File: config.mk
export PLATFORM = sky130hd
export DESIGN_NAME = kms_scanner
export DESIGN_NICKNAME = d
export VERILOG_FILES = /design/src/hw/kms_pkg.sv /design/src/hw/kms_sync.sv /design/src/hw/kms_scanner.sv
export SDC_FILE = /design/constraint.sdc
export NUM_CORES = 1
export LEC_CHECK = 0
export BUFFER_PORTS_ARGS = -buffer_cell sky130_fd_sc_hd__buf_2
export CORE_MARGIN = 2
export CORE_UTILIZATION = 40
export DETAILED_ROUTE_END_ITERATION = 7
export GPL_TIMING_DRIVEN = 0
export REMOVE_ABC_BUFFERS = 1
export SYNTH_ARGS = -nofsm -noshare
export SYNTH_HDL_FRONTEND = slang
export SYNTH_SLANG_ARGS = --single-unit
File: constraint.sdc
create_clock -name clk -period 2.4 [get_ports clk]
set_clock_uncertainty 0.05 [all_clocks]
set_input_delay 0.6 -clock clk [delete_from_list [all_inputs] [get_ports clk]]
set_output_delay 0.6 -clock clk [all_outputs]
set_load 0.02 [all_outputs]
File: src/hw/kms_pkg.sv
// Purpose: Constants and types for the keybed matrix scanner
// Assumes: 20 MHz system clock, synchronous active-high reset
// Notes: Operation list below
//
// Operation
// RULE1: Sense first and second contact of every key on two column groups
// RULE2: Phase high samples second-contact columns as key-on status of the row
// RULE3: Phase low samples second-contact columns as switch status of the row
// RULE4: Phase high captures first-contact columns as key-off status inputs
// RULE5: Phase low drives first-contact columns with LED data of the row
// RULE6: Four row-select lines pick the active key row and switch/LED row
// RULE7: Row-select lines also pick the external slider multiplexer channel
// RULE8: Sixteen rows by eleven columns cover 176 keys and 176 switches
// RULE9: Same sixteen-row scan serves 88 LEDs and 16 slider channels
// RULE10: Second select line gives extra decoding for other matrix layouts
// RULE11: Hold row and phase stable for programmable settling time before sampling
// RULE12: Release column drivers before the matrix may drive them; no contention
`default_nettype none

package kms_pkg;

   // ***********************************************
   // Geometry
   // ***********************************************
   localparam int KMS_ROWS = 16;
   localparam int KMS_COLS = 11;
   localparam int KMS_ROW_W = 4;
   localparam int KMS_MAP_W = KMS_ROWS * KMS_COLS;
   localparam int KMS_LED_ROWS = 8;
   localparam int KMS_LED_ROW_W = 3;
   localparam logic [KMS_ROW_W-1:0] KMS_LAST_ROW = 4'hf;

   // ***********************************************
   // Timing
   // ***********************************************
   localparam int KMS_CLK_PERIOD_NS = 50;
   localparam int KMS_GUARD_NS = 100;
   localparam int KMS_GUARD_CYC_I = (KMS_GUARD_NS + KMS_CLK_PERIOD_NS - 1) / KMS_CLK_PERIOD_NS;
   localparam int KMS_CNT_W = 9;
   localparam logic [KMS_CNT_W-1:0] KMS_GUARD_CYC = KMS_CNT_W'(KMS_GUARD_CYC_I < 1 ? 1 : KMS_GUARD_CYC_I);
   localparam logic [KMS_CNT_W-1:0] KMS_SYNC_LAT = 9'h002;
   localparam int KMS_SETTLE_W = 8;

   // ***********************************************
   // Reset values
   // ***********************************************
   localparam logic [KMS_ROW_W-1:0] KMS_ROW_RST = 4'h0;
   localparam logic KMS_PHASE_RST = 1'b0;
   localparam logic KMS_OE_N_RST = 1'b1;
   localparam logic [KMS_MAP_W-1:0] KMS_MAP_RST = '0;
   localparam logic [KMS_COLS-1:0] KMS_COL_RST = 11'h000;

   // ***********************************************
   // Scan states
   // ***********************************************
   typedef enum logic [2:0] {
      KMS_ST_IDLE = 3'b000,
      KMS_ST_KEY = 3'b001,
      KMS_ST_TURN_ON = 3'b010,
      KMS_ST_SW = 3'b011,
      KMS_ST_TURN_OFF = 3'b100
   } kms_state_t;

endpackage

`default_nettype wire

File: src/hw/kms_sync.sv
// Purpose: Two flip-flop synchroniser for a bus of pin inputs
// Assumes: Bits are independent levels
// Notes: First stage feeds only the second stage
`timescale 1ns/1ns
`default_nettype none

module kms_sync #(
   parameter int W = 1
) (
   input wire logic clk,
   input wire logic rst,
   input wire logic [W-1:0] din,
   output logic [W-1:0] dout
);

   logic [W-1:0] meta_q;
   logic [W-1:0] meta_d;
   logic [W-1:0] dout_d;

   always_comb begin
      meta_d = din;
      dout_d = meta_q;
   end

   always_ff @(posedge clk) begin
      if (rst) begin
         meta_q <= '0;
         dout <= '0;
      end else begin
         meta_q <= meta_d;
         dout <= dout_d;
      end
   end

endmodule // kms_sync

`default_nettype wire

File: src/hw/kms_scanner.sv
// Purpose: Two-contact keybed, switch, LED and slider matrix scanner
// Assumes: Column pins are asynchronous; control inputs are on clk
// Notes: Each row runs a key phase then a switch/LED phase
`timescale 1ns/1ns
`default_nettype none

module kms_scanner
   import kms_pkg::*;
(
   input wire logic clk,
   input wire logic rst,
   input wire logic scan_enable,
   input wire logic [KMS_SETTLE_W-1:0] settle_cycles,
   input wire logic extension_select_req,
   input wire logic led_we,
   input wire logic [KMS_LED_ROW_W-1:0] led_waddr,
   input wire logic [KMS_COLS-1:0] led_wdata,
   input wire logic [KMS_COLS-1:0] second_contact_columns,
   input wire logic first_contact_led_column_zero_i,
   output logic first_contact_led_column_zero_o,
   output logic first_contact_led_column_zero_oe_n,
   input wire logic [KMS_COLS-2:0] first_contact_led_columns_i,
   output logic [KMS_COLS-2:0] first_contact_led_columns_o,
   output logic [KMS_COLS-2:0] first_contact_led_columns_oe_n,
   output logic [KMS_ROW_W-1:0] scan_line_select,
   output logic matrix_phase_select,
   output logic matrix_extension_select,
   output logic [KMS_MAP_W-1:0] key_on_status,
   output logic [KMS_MAP_W-1:0] key_off_status,
   output logic [KMS_MAP_W-1:0] switch_status,
   output logic slider_sample,
   output logic scan_done,
   output logic scan_busy
);

   // ***********************************************
   // Column synchronisers
   // ***********************************************
   logic [KMS_COLS-1:0] second_s;
   logic [KMS_COLS-1:0] first_s;
   logic [KMS_COLS-1:0] first_raw;

   assign first_raw = {first_contact_led_columns_i, first_contact_led_column_zero_i};

   kms_sync #(.W(KMS_COLS)) u_sync_second (
      .clk(clk),
      .rst(rst),
      .din(second_contact_columns),
      .dout(second_s)
   );

   kms_sync #(.W(KMS_COLS)) u_sync_first (
      .clk(clk),
      .rst(rst),
      .din(first_raw),
      .dout(first_s)
   );

   // ***********************************************
   // LED data store
   // ***********************************************
   logic [KMS_COLS-1:0] led_q [KMS_LED_ROWS];
   logic [KMS_COLS-1:0] led_d [KMS_LED_ROWS];

   always_comb begin
      for (int i = 0; i < KMS_LED_ROWS; i++) begin
         led_d[i] = led_q[i];
      end
      if (led_we) begin
         led_d[led_waddr] = led_wdata; // RULE9
      end
   end

   always_ff @(posedge clk) begin
      if (rst) begin
         for (int i = 0; i < KMS_LED_ROWS; i++) begin
            led_q[i] <= KMS_COL_RST;
         end
      end else begin
         for (int i = 0; i < KMS_LED_ROWS; i++) begin
            led_q[i] <= led_d[i];
         end
      end
   end

   // ***********************************************
   // Scan sequencer
   // ***********************************************
   kms_state_t state_q;
   kms_state_t state_d;
   logic [KMS_CNT_W-1:0] cnt_q;
   logic [KMS_CNT_W-1:0] cnt_d;
   logic [KMS_ROW_W-1:0] row_q;
   logic [KMS_ROW_W-1:0] row_d;
   logic phase_q;
   logic phase_d;
   logic ext_q;
   logic ext_d;
   logic oe_n_q;
   logic oe_n_d;
   logic [KMS_COLS-1:0] col_out_q;
   logic [KMS_COLS-1:0] col_out_d;
   logic [KMS_MAP_W-1:0] key_on_q;
   logic [KMS_MAP_W-1:0] key_on_d;
   logic [KMS_MAP_W-1:0] key_off_q;
   logic [KMS_MAP_W-1:0] key_off_d;
   logic [KMS_MAP_W-1:0] switch_q;
   logic [KMS_MAP_W-1:0] switch_d;
   logic slider_q;
   logic slider_d;
   logic done_q;
   logic done_d;
   logic busy_q;
   logic busy_d;
   logic [KMS_CNT_W-1:0] settle_load;
   logic [KMS_COLS-1:0] led_row;

   always_comb begin
      if (settle_cycles == '0) begin
         settle_load = KMS_CNT_W'(1) + KMS_SYNC_LAT;
      end else begin
         settle_load = KMS_CNT_W'(settle_cycles) + KMS_SYNC_LAT; // RULE11
      end
      if (row_q < KMS_ROW_W'(KMS_LED_ROWS)) begin
         led_row = led_q[row_q[KMS_LED_ROW_W-1:0]]; // RULE9
      end else begin
         led_row = KMS_COL_RST;
      end
   end

   always_comb begin
      state_d = state_q;
      cnt_d = cnt_q;
      row_d = row_q;
      phase_d = phase_q;
      ext_d = ext_q;
      oe_n_d = oe_n_q;
      col_out_d = col_out_q;
      key_on_d = key_on_q;
      key_off_d = key_off_q;
      switch_d = switch_q;
      slider_d = 1'b0;
      done_d = 1'b0;
      busy_d = busy_q;
      case (state_q)
         KMS_ST_IDLE: begin
            oe_n_d = 1'b1;
            phase_d = 1'b0;
            busy_d = 1'b0;
            if (scan_enable) begin
               row_d = KMS_ROW_RST;
               phase_d = 1'b1; // RULE12
               ext_d = extension_select_req; // RULE10
               cnt_d = settle_load;
               busy_d = 1'b1;
               state_d = KMS_ST_KEY;
            end
         end
         KMS_ST_KEY: begin
            if (cnt_q != '0) begin
               cnt_d = cnt_q - KMS_CNT_W'(1); // RULE11
            end else begin
               key_on_d[row_q*KMS_COLS +: KMS_COLS] = second_s; // RULE2 RULE1
               key_off_d[row_q*KMS_COLS +: KMS_COLS] = first_s; // RULE4 RULE1
               phase_d = 1'b0;
               cnt_d = KMS_GUARD_CYC - KMS_CNT_W'(1);
               state_d = KMS_ST_TURN_ON;
            end
         end
         KMS_ST_TURN_ON: begin
            if (cnt_q != '0) begin
               cnt_d = cnt_q - KMS_CNT_W'(1); // RULE12
            end else begin
               oe_n_d = 1'b0; // RULE5
               col_out_d = led_row; // RULE5
               cnt_d = settle_load;
               state_d = KMS_ST_SW;
            end
         end
         KMS_ST_SW: begin
            if (cnt_q != '0) begin
               cnt_d = cnt_q - KMS_CNT_W'(1); // RULE11
            end else begin
               switch_d[row_q*KMS_COLS +: KMS_COLS] = second_s; // RULE3 RULE8
               slider_d = 1'b1; // RULE7
               oe_n_d = 1'b1; // RULE12
               cnt_d = KMS_GUARD_CYC - KMS_CNT_W'(1);
               state_d = KMS_ST_TURN_OFF;
            end
         end
         KMS_ST_TURN_OFF: begin
            if (cnt_q != '0) begin
               cnt_d = cnt_q - KMS_CNT_W'(1); // RULE12
            end else begin
               if (row_q == KMS_LAST_ROW) begin
                  done_d = 1'b1; // RULE8
               end
               if (row_q == KMS_LAST_ROW && !scan_enable) begin
                  row_d = KMS_ROW_RST;
                  state_d = KMS_ST_IDLE;
               end else begin
                  row_d = row_q + KMS_ROW_W'(1); // RULE6 RULE8
                  phase_d = 1'b1;
                  ext_d = extension_select_req; // RULE10
                  cnt_d = settle_load;
                  state_d = KMS_ST_KEY;
               end
            end
         end
         default: begin
            oe_n_d = 1'b1;
            state_d = KMS_ST_IDLE;
         end
      endcase
   end

   always_ff @(posedge clk) begin
      if (rst) begin
         state_q <= KMS_ST_IDLE;
         cnt_q <= '0;
         row_q <= KMS_ROW_RST;
         phase_q <= KMS_PHASE_RST;
         ext_q <= 1'b0;
         oe_n_q <= KMS_OE_N_RST;
         col_out_q <= KMS_COL_RST;
         key_on_q <= KMS_MAP_RST;
         key_off_q <= KMS_MAP_RST;
         switch_q <= KMS_MAP_RST;
         slider_q <= 1'b0;
         done_q <= 1'b0;
         busy_q <= 1'b0;
      end else begin
         state_q <= state_d;
         cnt_q <= cnt_d;
         row_q <= row_d;
         phase_q <= phase_d;
         ext_q <= ext_d;
         oe_n_q <= oe_n_d;
         col_out_q <= col_out_d;
         key_on_q <= key_on_d;
         key_off_q <= key_off_d;
         switch_q <= switch_d;
         slider_q <= slider_d;
         done_q <= done_d;
         busy_q <= busy_d;
      end
   end

   // ***********************************************
   // Outputs
   // ***********************************************
   assign scan_line_select = row_q; // RULE6 RULE7
   assign matrix_phase_select = phase_q;
   assign matrix_extension_select = ext_q; // RULE10
   assign first_contact_led_column_zero_o = col_out_q[0];
   assign first_contact_led_columns_o = col_out_q[KMS_COLS-1:1];
   assign first_contact_led_column_zero_oe_n = oe_n_q; // RULE12
   assign first_contact_led_columns_oe_n = {(KMS_COLS-1){oe_n_q}}; // RULE12
   assign key_on_status = key_on_q;
   assign key_off_status = key_off_q;
   assign switch_status = switch_q;
   assign slider_sample = slider_q;
   assign scan_done = done_q;
   assign scan_busy = busy_q;

endmodule // kms_scanner

`default_nettype wire

==> out/summary.txt, run 1 <==
Final-report hold violation count -> 0
Clk_lat worst skew -> 0.63 ns
DRC viols -> 0
Final antenna-violating net count -> 0
Pre-CTS setup slack -> -1.811 ns
Required @ worst endpoint -> 2.91 ns
Die Ht -> 262.6 um
Fillers -> 6080
Worst Path Arrival -> 2.99 ns
Worst Setup Start Kind -> register
Pre-antenna DRT Iters -> 6
Syn Area/Cell -> 9.273 um2
Initial DRC count -> 2149
Core area -> 65980 um2
Met3 Use GR -> 6.840%
Synthesis-stage register bit count -> 696
HP Class -> input port to register
H-Tree Depth -> 3
Pin count of the biggest net entering global routing -> 181
Starting Density -> 40.53%
# setup viols final -> 42
GRT Total Usage -> 28.50%
Gr busiest metal -> met2
I/O pins -> 608
Kind of critical path -> register to register
Hold slack -> 0.1259 ns
Number of global-route vias before repair -> 21.43k
Main synth FF type -> dfxtp_1
Final WL -> 108.6 mm
Max-cap viol count -> 1
Cells after Synth -> 2884
Yosys cell types -> 67
Synthesized cell area -> 26740 um2
Relative slew slack -> -1.655%
Failing checks -> max-capacitance violations, max-slew violations, negative setup slack
Grt total ovfl -> 0
Vias post-DR -> 23.92k
Met2 Use GR -> 47.06%
Hpwl dp -> 67.00 mm
Worst-Margin Slew -> 1.523 ns
Critical Path End Type -> register
PortBufs -> 607
RSZ-0062 raised after global routing -> true
TritonCTS Sinks -> 696
Register area share after synthesis -> 52.10%
Fraction of registers with async set/reset -> 0%
Fin crit share -> 103.1%
Fin nets -> 3524
Final TNS setup -> -0.9766 ns
Overall die area -> 68950 um2
Tmin final -> 2.474 ns
Share of cells above drive strength 1 -> 30.67%
Vias/cell -> 5.442
Area growth from synthesis to final layout -> 32.71%
Reg clk slew, reported paths -> 0.07 ns
Pwr/cell area -> 710.3 nW/um2
GP Congestion -> 0.8524
Tot Pwr -> 0.02521 W
Pins over their slew limit -> 12
Status -> complete, but fails checks
Max Clock Freq -> 404.1 MHz
Setup ws final -> -0.07444 ns
Chip width -> 262.6 um
EDFF count, synth -> 0
Antenna violations before repair -> 7
Met1 Use GR -> 36.45%
TritonCTS buffer count -> 75
Leakage -> 14.91 nW
First-pass GRT wire length -> 148.4 mm
CTS root buffer -> clkbuf_16
CP max FO -> 6
Post-CTS Hold Buffers -> 0
Synth warn -> 0
Deepest clock path buffer count -> 3
CTS tree -> done
WL/cell -> 24.70 um
IR drop worst, VDD -> 0.0005140 V
Row cnt -> 94
-- kinds of logic after synthesis --
kind of cell               count (synthesis)  share of synthesized area [%]
and+or+nand+nor                         1174                          23.46
muxes                                    212                          8.973
DFF                                      696                          52.10
AOI/OAI and AO/OA                        520                          10.62
buffers and inverters                    265                          4.187
xor gates and xnor gates                   9                         0.2948
adders and majority gates                  8                         0.3743
-- metal layers --
metal,vias up,share of wire [%]
li1,11100,-
met1,11680,41
met2,940,48
met3,192,7.5
met4,4,3.7
met5,-,0.022
-- synthesized netlist by cell type, types with 3 or more instances --
| library cell | count | area [um2] |
|---|---|---|
| a211oi_1 | 5 | 37.54 |
| a21oi_1 | 226 | 1131 |
| a221oi_1 | 3 | 26.28 |
| and2_1 | 3 | 18.77 |
| and3_1 | 10 | 62.56 |
| buf_1 | 3 | 11.26 |
| buf_2 | 41 | 205.2 |
| buf_4 | 12 | 90.09 |
| clkbuf_1 | 187 | 701.9 |
| clkbuf_2 | 11 | 55.05 |
| dfxtp_1 | 696 | 13930 |
| ha_1 | 8 | 100.1 |
| inv_1 | 9 | 33.78 |
| mux2i_1 | 188 | 1882 |
| mux4_2 | 22 | 495.5 |
| nand2_1 | 487 | 1828 |
| nand2b_1 | 156 | 975.9 |
| nand3_1 | 50 | 250.2 |
| nand3b_1 | 233 | 1749 |
| nand4_1 | 36 | 225.2 |
| nor2_1 | 74 | 277.8 |
| nor2b_1 | 62 | 387.9 |
| nor3_1 | 22 | 110.1 |
| nor3_2 | 3 | 30.03 |
| nor3b_1 | 4 | 30.03 |
| nor4_1 | 5 | 31.28 |
| nor4_4 | 5 | 106.4 |
| o21ai_0 | 175 | 875.8 |
| o21ai_1 | 43 | 215.2 |
| o2bb2ai_1 | 11 | 96.34 |
| o31ai_1 | 32 | 240.2 |
| or2_2 | 3 | 18.77 |
| or3_1 | 7 | 43.79 |
| xnor2_1 | 3 | 26.28 |
| xor2_1 | 6 | 52.55 |
-- where the power goes --
part	switching, W	internal, W
sequential	0.000229	0.0117
combinational	0.000757	0.000558
clock	0.00502	0.00699
-- critical path, stage by stage, from the launching register on --
cell	delay (ns)
dfxtp_4	0.36
clkinvlp_4	0.11
ha_4	0.28
or4b_4	0.51
nor4_4	0.21
buf_4	0.18
buf_12	0.13
and2_4	0.27
nand3_2	0.11
a21oi_2	0.19
-- flip-flops by register name, indices dropped and copies added, names as in the netlist, named ones only --
register	cells
slider_sample	1
led_q	88
scan_line_select	4
u_sync_second.dout_d	11
first_contact_led_column_zero_oe_n	1
u_sync_first.dout_d	11
col_out_q	11
matrix_extension_select	1
key_on_status	176
switch_status	176
key_off_status	176
state_q	3
u_sync_first.dout	11
scan_done	1
matrix_phase_select	1
scan_busy	1
u_sync_second.dout	11
cnt_q	9
-- cells in the final DEF (no fill, tap or decap), types with 60 or more instances in the layout --
cell and count:
clkbuf_16 90, nand2b_1 154, mux2i_1 188, o21ai_1 80
nor2b_1 60, buf_2 606, a21oi_1 205, nor2_1 69
nand3b_1 233, dfxtp_1 684, nand2_1 459, o21ai_0 131
-- layout make-up --
class / count / area (um2) / area share (%)
Antenna cell: 4 / 10.01 / 0.02820
Clock buffer: 115 / 2258 / 6.363
Timing Repair Buffer: 743 / 4866 / 13.71
Sequential cell: 696 / 13960 / 39.34
Clock inverter: 23 / 301.5 / 0.8496
Inverter: 9 / 46.29 / 0.1304
Multi-Input combinational cell: 1942 / 12970 / 36.54
Tap cell: 864 / 1081 / 3.046
-- final timing paths --
| check | start | to | slack, ns | cells past startpoint |
|---|---|---|---|---|
| worst max-delay path | scan_line_select[1]$_SDFFE_PP0P_ | key_off_status[45]$_SDFFE_PP0P_ | -0.07 | 9 |
| worst min-delay path | first_contact_led_columns_i[9] | u_sync_first.dout_d[10]$_SDFF_PP0_ | 0.13 | 2 |
| worst max register to register | scan_line_select[1]$_SDFFE_PP0P_ | key_off_status[45]$_SDFFE_PP0P_ | -0.07 | 9 |
| worst min register to register | u_sync_first.dout_d[7]$_SDFF_PP0_ | u_sync_first.dout[7]$_SDFF_PP0_ | 0.38 | 1 |
-- per-stage QoR --
stage / area (um2) / util (%) / cells
4_1_cts: 34170 / 51.78 / 4325
2_1_floorplan: 25660 / - / 2628
5_1_grt: 35480 / 53.78 / 4393
3_3_place_gp: 29780 / 45.13 / 4099
6_report: 35490 / 53.79 / 4396
3_5_place_dp: 30330 / 45.97 / 4121
-- what timing repair did --
action,CTS,global route
cloned,13,25
pin swaps,23,47
endpoints found under the setup margin,561,462
buffers inserted,53,42
gates resized for setup,141,163
Note: power is estimated with default switching activity, not from simulation.
==> run 2, diff against run 1 <==
--- a/config.mk
+++ b/config.mk
@@ -5,10 +5,10 @@
 export SDC_FILE = /design/constraint.sdc
 export NUM_CORES = 1
 export LEC_CHECK = 0
-export BUFFER_PORTS_ARGS = -buffer_cell sky130_fd_sc_hd__buf_2
 export CORE_MARGIN = 2
 export CORE_UTILIZATION = 40
 export DETAILED_ROUTE_END_ITERATION = 7
+export DONT_BUFFER_PORTS = 1
 export GPL_TIMING_DRIVEN = 0
 export REMOVE_ABC_BUFFERS = 1
 export SYNTH_ARGS = -nofsm -noshare
==> run 2 against run 1 <==
Compared with the run above:
- the flow still finishes with violations (max-capacitance violations, max-slew violations, negative setup slack)
- clock power shrank 5%
- first-iteration DRC count shrank 9.8%
- die area is the same
- flip-flop and latch count is the same
- cell count shrank 13%
- register-to-register slack lost 0.23 ns
- power shrank 2.9%
- critical path type is now input port to register
- largest cell class unchanged
==> out/summary.txt, run 2 (synthesis results as in run 1) <==
Chip width -> 262.6 um
I/O pins -> 608
DRC viols -> 0
Kind of critical path -> input port to register
Reg clk slew, reported paths -> 0.06 ns
Clk_lat worst skew -> 0.63 ns
Area growth from synthesis to final layout -> 24.50%
Worst Path Arrival -> 4.67 ns
Final WL -> 104.7 mm
Row cnt -> 94
Pwr/cell area -> 734.9 nW/um2
Hpwl dp -> 63.81 mm
GP Congestion -> 0.8681
Overall die area -> 68950 um2
Fillers -> 5947
H-Tree Depth -> 3
CTS root buffer -> clkbuf_16
Worst R2R End -> key_off_status[45]$_SDFFE_PP0P_
Failing checks -> max-capacitance violations, max-slew violations, negative setup slack
Vias/cell -> 5.831
Deepest clock path buffer count -> 3
Final antenna-violating net count -> 0
RSZ-0062 raised after global routing -> true
Worst-Margin Slew -> 3.677 ns
Most frequent cells in the layout -> 683 x dfxtp_1, 398 x nand2_1, 233 x nand3b_1, 195 x a21oi_1, 188 x mux2i_1
Cell area after layout -> 33300 um2
Pre-CTS setup slack -> -2.183 ns
CP endpoint -> switch_status[133]$_SDFFE_PP0P_
Initial DRC count -> 1938
Tmin final -> 4.195 ns
Final-report hold violation count -> 0
Required @ worst endpoint -> 2.88 ns
Die Ht -> 262.6 um
Most common cell after layout, fill and taps aside -> dfxtp_1
HP Class -> input port to register
Fin nets -> 2967
Status -> complete, but fails checks
Core area -> 65980 um2
CTS tree -> done
Final TNS setup -> -377.05 ns
First-pass GRT wire length -> 143.6 mm
IR drop worst, VDD -> 0.0004874 V
CP max FO -> 705
Reg area -> 13960 um2
Fin crit share -> 174.8%
Crit-path cells -> nor2b_1, nand3_1, o21ai_0
Critical Path End Type -> register
Worst Setup Start Kind -> input port
# setup viols final -> 559
Pre-antenna DRT Iters -> 6
Post-DP Area -> 27220 um2
CP startpoint -> rst
Critical-path top delay cell -> nor2b_1
Hold slack -> 0.03544 ns
Share of cells above drive strength 1 -> 20.46%
R2R setup slack -> -0.30 ns
Slowest stage delay, CP -> 1.61 ns
TritonCTS buffer count -> 75
Pin count of the biggest net entering global routing -> 706
Max Clock Freq -> 238.4 MHz
WL/cell -> 27.33 um
TritonCTS Sinks -> 696
PortBufs -> 0
R2R Path Start -> scan_line_select[0]$_SDFFE_PP0P_
Pins over their slew limit -> 597
Max-cap viol count -> 4
Leakage -> 12.31 nW
Starting Density -> 40.53%
R2R cell count -> 9
GRT Total Usage -> 27.67%
Relative slew slack -> -145.1%
Number of global-route vias before repair -> 20.66k
Antenna violations before repair -> 7
Multi-input logic area -> 13440 um2
Setup ws final -> -1.795 ns
Vias post-DR -> 22.33k
Grt total ovfl -> 0
-- run 2: cell count changes in the layout (fill, tap and decap cells not counted), moves of 10 or more --
cell / previous run / this run
a21oi_2: 21 / 31
buf_4: 58 / 82
buf_2: 606 / 1
nand2_2: 10 / 43
o21ai_2: 3 / 34
buf_12: 25 / 35
dlygate4sd3_1: 0 / 12
nand3_2: 20 / 10
nand2_1: 459 / 398
o21ai_1: 80 / 90
o21ai_0: 131 / 89
nand2_4: 10 / 38
a21oi_1: 205 / 195
-- run 2: metrics by stage --
stage / std cells / power, W / util, %
5_1_grt: 3830 / 0.02516 / 50.46
4_1_cts: 3751 / 0.02440 / 48.03
3_5_place_dp: 3512 / 0.01287 / 41.25
3_3_place_gp: 3492 / 0.01285 / 40.53
6_report: 3830 / 0.02447 / 50.46
2_1_floorplan: 2628 / 0.01259 / -
-- run 2: critical path, delay by kind of cell --
kind	cells	cell delay, ns
AND/OR/NAND/NOR	2	2.11
AO/OA/AOI/OAI	1	0.27
-- run 2: routing by layer --
metal / global-route usage, % / part of all wire, % / vias up
met5: 0 / 0.023 / -
met4: 11.59 / 5.3 / 4
met3: 7.955 / 9.4 / 273
met2: 45.95 / 47 / 1073
met1: 33.54 / 38 / 11000
li1: - / - / 9984
-- run 2: how the worst min path moves through the flow --
stage / startpoint / cells after the start / slack (ns) / to
final: rst / 1 / 0.04 / led_q[1][5]$_SDFFE_PP0P_
after global routing: rst / 1 / -0.03 / led_q[0][8]$_SDFFE_PP0P_
after CTS: rst / 1 / 0.002 / led_q[2][0]$_SDFFE_PP0P_
after detailed placement: u_sync_first.dout_d[9]$_SDFF_PP0_ / 1 / 0.37 / u_sync_first.dout[9]$_SDFF_PP0_
after global placement: u_sync_first.dout_d[6]$_SDFF_PP0_ / 1 / 0.37 / u_sync_first.dout[6]$_SDFF_PP0_
after floorplan: u_sync_first.dout_d[0]$_SDFF_PP0_ / 1 / 0.36 / u_sync_first.dout[0]$_SDFF_PP0_
-- run 2: timing repair --
| action | CTS | global route |
|---|---|---|
| endpoints found under the setup margin | 560 | 535 |
| hold buffers | 1 | 11 |
| pin swaps | 52 | 83 |
| buffers inserted | 92 | 47 |
| cloned | 18 | 20 |
| hold endpoints to repair | 3 | 32 |
| resized for setup | 255 | 255 |
-- run 2: area by class of cell --
| cell class | instances | share of cell area [%] |
|---|---|---|
| Sequential cell | 696 | 41.93 |
| Multi-Input combinational cell | 1942 | 40.37 |
| Timing Repair Buffer | 186 | 7.001 |
| Clock buffer | 108 | 6.433 |
| Tap cell | 864 | 3.247 |
| Clock inverter | 21 | 0.8493 |
| Inverter | 9 | 0.1390 |
| Antenna cell | 4 | 0.03006 |
-- run 2: power breakdown --
group          switching [W]  internal (W)
clock                0.00482       0.00658
sequential          0.000265        0.0117
combinational       0.000574      0.000578
total                0.00566        0.0188
